--- src/design/psc_pkg.sv ---
// constants and carrier types for the pseudo-static memory host controller
// assumes a single 100 MHz clock domain; all times are converted to cycles here
package psc_pkg;

    // ************************************************************
    // clock and timing
    // ************************************************************
    localparam int CLK_NS = 10;
    localparam int T_PWRUP_NS = 200000;
    localparam int T_RC_NS = 100;
    localparam int T_WP_FAST_NS = 70;
    localparam int T_WC_FAST_NS = 100;
    localparam int T_WP_SLOW_NS = 100;
    localparam int T_WC_SLOW_NS = 110;
    localparam int T_RUN_NS = 4000;

    // least times round up
    localparam int PWRUP_CYC = (T_PWRUP_NS + CLK_NS - 1) / CLK_NS;
    localparam int RC_CYC = (T_RC_NS + CLK_NS - 1) / CLK_NS;
    localparam int WP_FAST_CYC = (T_WP_FAST_NS + CLK_NS - 1) / CLK_NS;
    localparam int WC_FAST_CYC = (T_WC_FAST_NS + CLK_NS - 1) / CLK_NS;
    localparam int WP_SLOW_CYC = (T_WP_SLOW_NS + CLK_NS - 1) / CLK_NS;
    localparam int WC_SLOW_CYC = (T_WC_SLOW_NS + CLK_NS - 1) / CLK_NS;
    // longest time rounds down
    localparam int RUN_CYC = T_RUN_NS / CLK_NS;

    localparam int SYNC_CYC = 2;
    // pin register lag, synchroniser and capture slack on top of the access time
    localparam int RD_LEN = RC_CYC + SYNC_CYC + 3;
    localparam int FAST_WR_MAX = 20;
    localparam int DUMMY_READS = 2;
    localparam int ADDR_W = 21;
    localparam int DATA_W = 16;

    // ************************************************************
    // reset values of the pins
    // ************************************************************
    localparam logic PIN_IDLE = 1'h1;

    // ************************************************************
    // types
    // ************************************************************
    typedef enum logic [6:0] {
        S_PWRUP = 7'h01,
        S_DUMMY = 7'h02,
        S_IDLE  = 7'h04,
        S_READ  = 7'h08,
        S_WRITE = 7'h10,
        S_BREAK = 7'h20,
        S_SLEEP = 7'h40
    } psc_state_t;

    typedef struct packed {
        logic write;
        logic [ADDR_W-1:0] addr;
        logic [DATA_W-1:0] wdata;
        logic [1:0] be;
    } psc_req_t;

    typedef struct packed {
        logic [ADDR_W-1:0] addr;
        logic cs_n;
        logic we_n;
        logic oe_n;
        logic upper_byte_n;
        logic lower_byte_n;
        logic sleep_n;
    } psc_pins_t;

endpackage

--- src/design/psc_write_guard.sv ---
// tracks runs of consecutive writes for the memory host controller
// assumes start and clear pulses come from logic on the same clock
module psc_write_guard #(
    parameter int FAST_MAX = psc_pkg::FAST_WR_MAX,
    parameter int RUN_MAX = psc_pkg::RUN_CYC
) (
    input wire logic clk,       // system clock
    input wire logic rst_b,     // async reset, active low
    input wire logic wr_start,  // pulse: a write begins
    input wire logic run_clear, // pulse: read done or long chip-select gap
    output logic slow,          // use the continuous-write timing
    output logic need_break     // run is close to the refresh limit
);

    logic [7:0] wr_count;
    logic [15:0] run_cnt;

    // ************************************************************
    // write count within the run
    // ************************************************************
    always_ff @(posedge clk or negedge rst_b) begin
        if (!rst_b) begin
            wr_count <= 8'h00;
        end else if (run_clear) begin
            wr_count <= 8'h00;
        end else if (wr_start && wr_count != 8'hFF) begin
            wr_count <= wr_count + 8'h01;
        end
    end

    // ************************************************************
    // elapsed run time
    // ************************************************************
    always_ff @(posedge clk or negedge rst_b) begin
        if (!rst_b) begin
            run_cnt <= 16'h0000;
        end else if (run_clear) begin
            run_cnt <= 16'h0000;
        end else if (wr_count != 8'h00 && run_cnt != 16'hFFFF) begin
            run_cnt <= run_cnt + 16'h0001;
        end
    end

    // 21st and later writes of a run take the slow set
    assign slow = (32'(wr_count) >= 32'(FAST_MAX));
    // leave room for one more slow write before the limit
    assign need_break = (32'(run_cnt) >= 32'(RUN_MAX - psc_pkg::WC_SLOW_CYC));

endmodule

--- src/design/psc_host.sv ---
// host-side controller driving an asynchronous 16-bit pseudo-static memory
// assumes the data bus pin input is asynchronous; user requests are on CLK
module psc_host #(
    parameter int PWRUP_CYCLES = psc_pkg::PWRUP_CYC
) (
    input wire logic CLK,                               // 100 MHz clock
    input wire logic RST_B,                             // async reset
    input wire psc_pkg::psc_req_t REQ,                  // request fields
    input wire logic REQ_VALID,                         // request present
    output logic REQ_READY,                             // request taken
    output logic [psc_pkg::DATA_W-1:0] RSP_RDATA,       // read data
    output logic RSP_VALID,                             // access done pulse
    output logic INIT_DONE,                             // init finished
    input wire logic SLEEP_REQ,                         // ask for power-down
    output psc_pkg::psc_pins_t MEM,                     // memory control pins
    input wire logic [psc_pkg::DATA_W-1:0] MEM_DQ_I,    // data pin level
    output logic [psc_pkg::DATA_W-1:0] MEM_DQ_O,        // data pin drive
    output logic MEM_DQ_OE_N                            // low drives data
);

    psc_pkg::psc_state_t state;
    psc_pkg::psc_state_t next_state;
    logic [31:0] cnt;
    logic [1:0] dummy_cnt;
    logic [31:0] gap_cnt;
    logic slow;
    logic need_break;
    logic wr_slow;
    logic wr_start;
    logic run_clear;
    logic last;
    logic [psc_pkg::ADDR_W-1:0] addr;
    logic [psc_pkg::DATA_W-1:0] wdata;
    logic [1:0] be;
    logic [psc_pkg::DATA_W-1:0] dq_s1;
    logic [psc_pkg::DATA_W-1:0] dq_s2;
    logic take;

    localparam logic PIN_IDLE_C = psc_pkg::PIN_IDLE;

    function automatic logic [31:0] wp_len(input logic s);
        wp_len = s ? 32'(psc_pkg::WP_SLOW_CYC) : 32'(psc_pkg::WP_FAST_CYC);
    endfunction

    function automatic logic [31:0] wc_len(input logic s);
        wc_len = s ? 32'(psc_pkg::WC_SLOW_CYC) : 32'(psc_pkg::WC_FAST_CYC);
    endfunction

    // ************************************************************
    // request acceptance
    // ************************************************************
    assign REQ_READY = (state == psc_pkg::S_IDLE) && !need_break && !SLEEP_REQ;
    assign take = REQ_READY && REQ_VALID;
    assign wr_start = take && REQ.write;

    always_comb begin
        case (state)
            psc_pkg::S_PWRUP: last = (cnt == 32'(PWRUP_CYCLES - 1));
            psc_pkg::S_DUMMY, psc_pkg::S_READ: last = (cnt == 32'(psc_pkg::RD_LEN - 1));
            psc_pkg::S_WRITE: last = (cnt == wc_len(wr_slow) - 32'h0000_0001);
            psc_pkg::S_BREAK: last = (cnt == 32'(psc_pkg::RC_CYC - 1));
            default: last = 1'b0;
        endcase
    end

    // ************************************************************
    // state sequencing
    // ************************************************************
    always_comb begin
        next_state = state;
        case (state)
            psc_pkg::S_PWRUP: begin
                if (last) begin
                    next_state = psc_pkg::S_DUMMY;
                end
            end
            psc_pkg::S_DUMMY: begin
                if (last && dummy_cnt == 2'(psc_pkg::DUMMY_READS - 1)) begin
                    next_state = psc_pkg::S_IDLE;
                end
            end
            psc_pkg::S_IDLE: begin
                if (need_break) begin
                    next_state = psc_pkg::S_BREAK;
                end else if (SLEEP_REQ) begin
                    next_state = psc_pkg::S_SLEEP;
                end else if (take) begin
                    next_state = REQ.write ? psc_pkg::S_WRITE : psc_pkg::S_READ;
                end
            end
            psc_pkg::S_READ, psc_pkg::S_WRITE, psc_pkg::S_BREAK: begin
                if (last) begin
                    next_state = psc_pkg::S_IDLE;
                end
            end
            psc_pkg::S_SLEEP: begin
                if (!SLEEP_REQ) begin
                    next_state = psc_pkg::S_PWRUP;
                end
            end
            default: next_state = psc_pkg::S_PWRUP;
        endcase
    end

    always_ff @(posedge CLK or negedge RST_B) begin
        if (!RST_B) begin
            state <= psc_pkg::S_PWRUP;
        end else begin
            state <= next_state;
        end
    end

    always_ff @(posedge CLK or negedge RST_B) begin
        if (!RST_B) begin
            cnt <= 32'h0000_0000;
        end else if (next_state != state || last) begin
            cnt <= 32'h0000_0000;
        end else if (state != psc_pkg::S_IDLE && state != psc_pkg::S_SLEEP) begin
            cnt <= cnt + 32'h0000_0001;
        end
    end

    always_ff @(posedge CLK or negedge RST_B) begin
        if (!RST_B) begin
            dummy_cnt <= 2'h0;
        end else if (state == psc_pkg::S_PWRUP) begin
            dummy_cnt <= 2'h0;
        end else if (state == psc_pkg::S_DUMMY && last) begin
            dummy_cnt <= dummy_cnt + 2'h1;
        end
    end

    always_ff @(posedge CLK or negedge RST_B) begin
        if (!RST_B) begin
            INIT_DONE <= 1'b0;
        end else if (state == psc_pkg::S_DUMMY && next_state == psc_pkg::S_IDLE) begin
            INIT_DONE <= 1'b1;
        end else if (state == psc_pkg::S_SLEEP) begin
            INIT_DONE <= 1'b0;
        end
    end

    // ************************************************************
    // write run tracking
    // ************************************************************
    // idle time with chip select high also lets hidden refresh catch up
    always_ff @(posedge CLK or negedge RST_B) begin
        if (!RST_B) begin
            gap_cnt <= 32'h0000_0000;
        end else if (state != psc_pkg::S_IDLE || run_clear) begin
            gap_cnt <= 32'h0000_0000;
        end else begin
            gap_cnt <= gap_cnt + 32'h0000_0001;
        end
    end

    assign run_clear = (state == psc_pkg::S_READ && last) || (state == psc_pkg::S_BREAK && last)
        || (gap_cnt == 32'(psc_pkg::RC_CYC - 1));

    psc_write_guard u_guard (
        .clk(CLK),
        .rst_b(RST_B),
        .wr_start(wr_start),
        .run_clear(run_clear),
        .slow(slow),
        .need_break(need_break)
    );

    // ************************************************************
    // latched request
    // ************************************************************
    always_ff @(posedge CLK or negedge RST_B) begin
        if (!RST_B) begin
            addr <= '0;
            wdata <= '0;
            be <= 2'h0;
            wr_slow <= 1'b0;
        end else if (take) begin
            addr <= REQ.addr;
            wdata <= REQ.wdata;
            be <= REQ.be;
            wr_slow <= slow;
        end
    end

    // ************************************************************
    // memory pins
    // ************************************************************
    always_ff @(posedge CLK or negedge RST_B) begin
        if (!RST_B) begin
            MEM <= '{addr: '0, cs_n: PIN_IDLE_C, we_n: PIN_IDLE_C, oe_n: PIN_IDLE_C,
                     upper_byte_n: PIN_IDLE_C, lower_byte_n: PIN_IDLE_C, sleep_n: PIN_IDLE_C};
            MEM_DQ_OE_N <= 1'b1;
            MEM_DQ_O <= '0;
        end else begin
            MEM.addr <= (state == psc_pkg::S_DUMMY) ? '0 : addr;
            MEM.sleep_n <= (state != psc_pkg::S_SLEEP);
            case (state)
                psc_pkg::S_DUMMY, psc_pkg::S_READ: begin
                    // full cycle with a stable address, chip select high on the last count
                    MEM.cs_n <= (cnt >= 32'(psc_pkg::RD_LEN - 1));
                    MEM.oe_n <= (cnt >= 32'(psc_pkg::RD_LEN - 1));
                    MEM.we_n <= 1'b1;
                    MEM.upper_byte_n <= (state == psc_pkg::S_DUMMY) ? 1'b0 : !be[1];
                    MEM.lower_byte_n <= (state == psc_pkg::S_DUMMY) ? 1'b0 : !be[0];
                    MEM_DQ_OE_N <= 1'b1;
                end
                psc_pkg::S_WRITE: begin
                    // select and strobe fall and rise together
                    MEM.cs_n <= (cnt >= wp_len(wr_slow));
                    MEM.we_n <= (cnt >= wp_len(wr_slow));
                    MEM.oe_n <= 1'b1;
                    MEM.upper_byte_n <= !be[1];
                    MEM.lower_byte_n <= !be[0];
                    MEM_DQ_OE_N <= 1'b0;
                    MEM_DQ_O <= wdata;
                end
                default: begin
                    // chip select high during power-up, gaps and sleep
                    MEM.cs_n <= 1'b1;
                    MEM.we_n <= 1'b1;
                    MEM.oe_n <= 1'b1;
                    MEM.upper_byte_n <= 1'b1;
                    MEM.lower_byte_n <= 1'b1;
                    MEM_DQ_OE_N <= 1'b1;
                end
            endcase
        end
    end

    // ************************************************************
    // read data capture and completion
    // ************************************************************
    always_ff @(posedge CLK or negedge RST_B) begin
        if (!RST_B) begin
            dq_s1 <= '0;
            dq_s2 <= '0;
        end else begin
            dq_s1 <= MEM_DQ_I;
            dq_s2 <= dq_s1;
        end
    end

    // sample while chip select is still low on the pin; no wait from the device
    always_ff @(posedge CLK or negedge RST_B) begin
        if (!RST_B) begin
            RSP_RDATA <= '0;
        end else if (state == psc_pkg::S_READ && cnt == 32'(psc_pkg::RD_LEN - 2)) begin
            RSP_RDATA <= dq_s2;
        end
    end

    always_ff @(posedge CLK or negedge RST_B) begin
        if (!RST_B) begin
            RSP_VALID <= 1'b0;
        end else begin
            RSP_VALID <= last && (state == psc_pkg::S_READ || state == psc_pkg::S_WRITE);
        end
    end

endmodule

--- config.mk ---
export PLATFORM = sky130hd
export DESIGN_NAME = psc_host
export DESIGN_NICKNAME = d
export VERILOG_FILES = /design/src/design/psc_pkg.sv /design/src/design/psc_write_guard.sv /design/src/design/psc_host.sv
export SDC_FILE = /design/constraint.sdc
export NUM_CORES = 1
export LEC_CHECK = 0
export ABC_AREA = 1
export BUFFER_PORTS_ARGS = -buffer_cell sky130_fd_sc_hd__buf_2
export CORE_ASPECT_RATIO = 1.2
export CORE_MARGIN = 2
export CORE_UTILIZATION = 30
export CTS_CLUSTER_DIAMETER = 100
export DETAILED_ROUTE_END_ITERATION = 16
export PLACE_DENSITY_LB_ADDON = 0.2
export SLEW_MARGIN = 15
export SYNTH_ARGS = -nofsm -noshare
export SYNTH_HDL_FRONTEND = slang
export SYNTH_SLANG_ARGS = --single-unit
--- constraint.sdc ---
create_clock -name CLK -period 2.95 [get_ports CLK]
set_clock_uncertainty 0.2 [all_clocks]
set_input_delay 0.1475 -clock CLK [delete_from_list [all_inputs] [get_ports CLK]]
set_output_delay 0.1475 -clock CLK [all_outputs]
set_load 0.02 [all_outputs]
==> summary.txt <==
Drt
  – DR vias: roughly 8500
  – Post-DRT Antenna Nets: 0
  – Via/cell ratio: 4.52
  – Wire per inst: about 14 um
  – Routed WL: between 20000 and 30000 um
  – Drt drc: 0
  – Pre-antenna DRT Iters: 5
  – DR iter-0 viols: between 400 and 500

Clock tree
  – Worst skew pair latency: approximately 0.54 ns
  – CTS tree: yes
  – CTS root buffer: clkbuf_16
  – Setup Buffers After CTS: 0
  – H-Tree Depth: 1
  – CTS max path bufs: 3
  – CTS Buf Count: 25
  – Reg clk slew, reported paths: 0.06 ns
  – Clock sink total: around 230

STA
  – RSZ-0062 raised after global routing: true
  – Slew margin rel.: roughly 50%
  – Final worst setup slack: 0.115 ns
  – Final hold violation count: 0
  – Max Slew Vio Count: 0
  – Worst slew pin tran: about 0.73 ns
  – Min Clock Period, post-route: roughly 2.8 ns
  – Final period util: a little over nine tenths
  – Hold Slack: around 0.040 ns
  – Setup violators final: 0
  – F_max: about 350 MHz

Worst setup path
  – CP max stage delay: roughly 0.56 ns
  – Startpoint of the worst register-to-register path: state[1]
  – R2R depth: 12
  – Worst Path Required: between 3 and 4 ns
  – Crit-path max FO: 10
  – Critical path's most frequent cell: nand4_1
  – Critical-path top delay cell: dlygate4sd3_1
  – CP Capture Type: register
  – Crit path cell chain: nor2_4 -> nand2_2 -> a21oi_2 -> buf_4 -> inv_2 -> nand2_1 -> nand4_1 -> nor2_1 -> nand4_1 -> nand4_1 -> o41ai_1 -> dlygate4sd3_1
  – Startpoint Class: register
  – Crit Path Category: register to register
  – Arrival @ worst endpoint: slightly above 3 ns
  – R2R Setup Slk: between 0.1 and 0.15 ns
  – R2R Path End: state[4]
  – Worst Path Buf+Inv: 3
  – Crit path max-delay family: simple AND/OR/NAND/NOR gates

Final layout
  – Final Non-Filler Cells: 1888
  – Multi-input logic area: 4360 um2
  – Final #Nets: around 1500
  – Reg area: 5790 um2
  – # fillers: between 3000 and 4000
  – Share of layout cells above drive strength 1: between 20% and 30%
  – Antenna diode instance count: 0
  – Layout area overhead: 25.7%
  – Fin area: 13600 um2

Logic synthesis
  – Mapped Area: approximately 11000 um2
  – Top cell type by total area after synthesis: dfrtp_1
  – Mapped Cells: ~1200
  – Area fraction of the dominant cell type after synthesis: about half
  – Mean Syn Cell Area: 9.02 um2
  – Primary FF master, synth: dfrtp_1
  – Top post-synthesis cells by count: nand2_1, dfrtp_1, nor2_1
  – Most frequent cell after synthesis: nand2_1
  – Seq cells post-synth: between 200 and 250
  – Asr flop ratio synth: between 90% and 100%
  – Post-synth EDFFs: 0
  – Seq/Total Area, Yosys: 53.4%
  – Cell variety after synth: a little under 50
  – Syn Nets: between 1000 and 1500
  – Syn. warnings: 0
  – Largest cells by area after synthesis: dfrtp_1, nand2_1, nor2_1, inv_1, nor3_2

Placed design
  – Setup WS pre-CTS: roughly 0.18 ns
  – Port Buffers: between 100 and 150
  – Placed Cells: between 1500 and 2000
  – Gp weighted congestion: approximately 0.84
  – Post-DP HPWL: between 15000 and 20000 um
  – Placed Area: 12100 um2

Floorplanning
  – Chip height: about 210 um
  – DIE AREA: roughly 38000 um2
  – Area of the core: about 36000 um2
  – I/O pin count: approximately 120
  – Num rows: between 70 and 80
  – Initial Util: 30.3%
  – Die width: 178 um

Outcome
  – Status: completed

Power and ir drop
  – LEAKAGE: 6.31 nW
  – Power per cell area: roughly 500 nW/um2
  – Tot Pwr: around 0.0068 W
  – Worst vdd ir: 0.340 mV

Global routing
  – GRT Util Overall: 14.0%
  – Initial antenna violation count: 0
  – Vias in the first global route: between 8000 and 9000
  – Global-route wire length before repair: roughly 43000 um
  – Total gr overflow: 0
  – Largest net degree at the start of global routing: roughly 90

Hold path
  – HP Class: primary input to async pin

Flow run
  – Number of max-cap violations: 0
==> sequential cells by signal, summed over array words and instances (netlist names), 21 cells and up <==
signal / cells
MEM: 27
addr: 21
cnt: 32
gap_cnt: 32
==> cells by family after synthesis <==
group / count (synthesis) / synth area share [%]
compound gates: 87 / 4.46
xor+xnor: 48 / 3.88
fa+ha+maj: 14 / 1.62
buf+inv: 175 / 6.62
flops: 231 / 53.4
mux: 17 / 1.75
simple gates: 630 / 28.2
==> stage by stage <==
stage          TNS (ns)  utilization, %
6_report              0            38.1
5_1_grt         -0.0295            38.1
4_1_cts               0            38.0
3_5_place_dp          0            33.8
3_3_place_gp          0            33.8
2_1_floorplan         0               -
==> layout make-up <==
| class | count | area share [%] |
|---|---|---|
| tap | 468 | 4.30 |
| clock buffer | 33 | 5.11 |
| clock inverter | 13 | 1.53 |
| timing repair buffer | 202 | 10.6 |
| sequential | 231 | 42.5 |
| inverter | 145 | 4.00 |
| multi-input combinational | 796 | 32.0 |
==> power breakdown <==
part	switching, W	leakage [nW]	internal, W	total, W
Clock	0.00131	0.433	0.00211	0.00342
Combinational	0.0000917	3.01	0.0000896	0.000181
Sequential	0.00000489	2.87	0.00319	0.00320
==> metal layers <==
| metal | share of wire [%] | global-route usage (%) | vias up |
|---|---|---|---|
| met2 | 52 | 25.0 | 114 |
| li1 | - | - | 4263 |
| met4 | 2.8 | 5.03 | 0 |
| met3 | 3.0 | 1.72 | 41 |
| met1 | 42 | 17.3 | 4121 |
| met5 | 0 | 0 | - |
==> worst max path at each step <==
| stage | from | to | slack, ns | cells after the start |
|---|---|---|---|---|
| after floorplan | gap_cnt[0] | gap_cnt[28] | 0.61 | 12 |
| after global placement | state[3] | cnt[31] | 0.20 | 14 |
| after detailed placement | state[3] | cnt[31] | 0.18 | 11 |
| after CTS | state[3] | state[4] | 0.11 | 12 |
| after global routing | state[1] | state[4] | -0.03 | 12 |
| final | state[1] | state[4] | 0.12 | 12 |
==> repair_timing <==
action / in CTS / in global routing
setup endpoints to repair: 0 / 39
hold endpoints to repair: 265 / 0
hold buffers: 60 / 0
resized for setup: 0 / 8
==> cell usage in the layout, fill, tap and decap left out, drive strengths merged <==
cell / count
nand4: 40
mux2i: 1
and2: 1
dlygate4sd3: 60
nor3: 72
a21boi: 1
a22oi: 1
o21a: 1
nand2b: 1
nand2: 285
o41ai: 1
clkinvlp: 3
dfrtp: 223
inv: 146
ha: 14
o211ai: 3
nor2: 153
clkinv: 4
a31oi: 3
nor3b: 8
bufinv: 5
buf: 142
a211oi: 3
mux2: 16
and3: 2
xor2: 41
a21oi: 28
o21ai: 44
nand3: 54
clkbuf: 33
nor4: 13
o31ai: 1
nand3b: 1
dfstp: 8
xnor2: 7
a41oi: 1
Note: power is estimated with default switching activity, not from simulation.
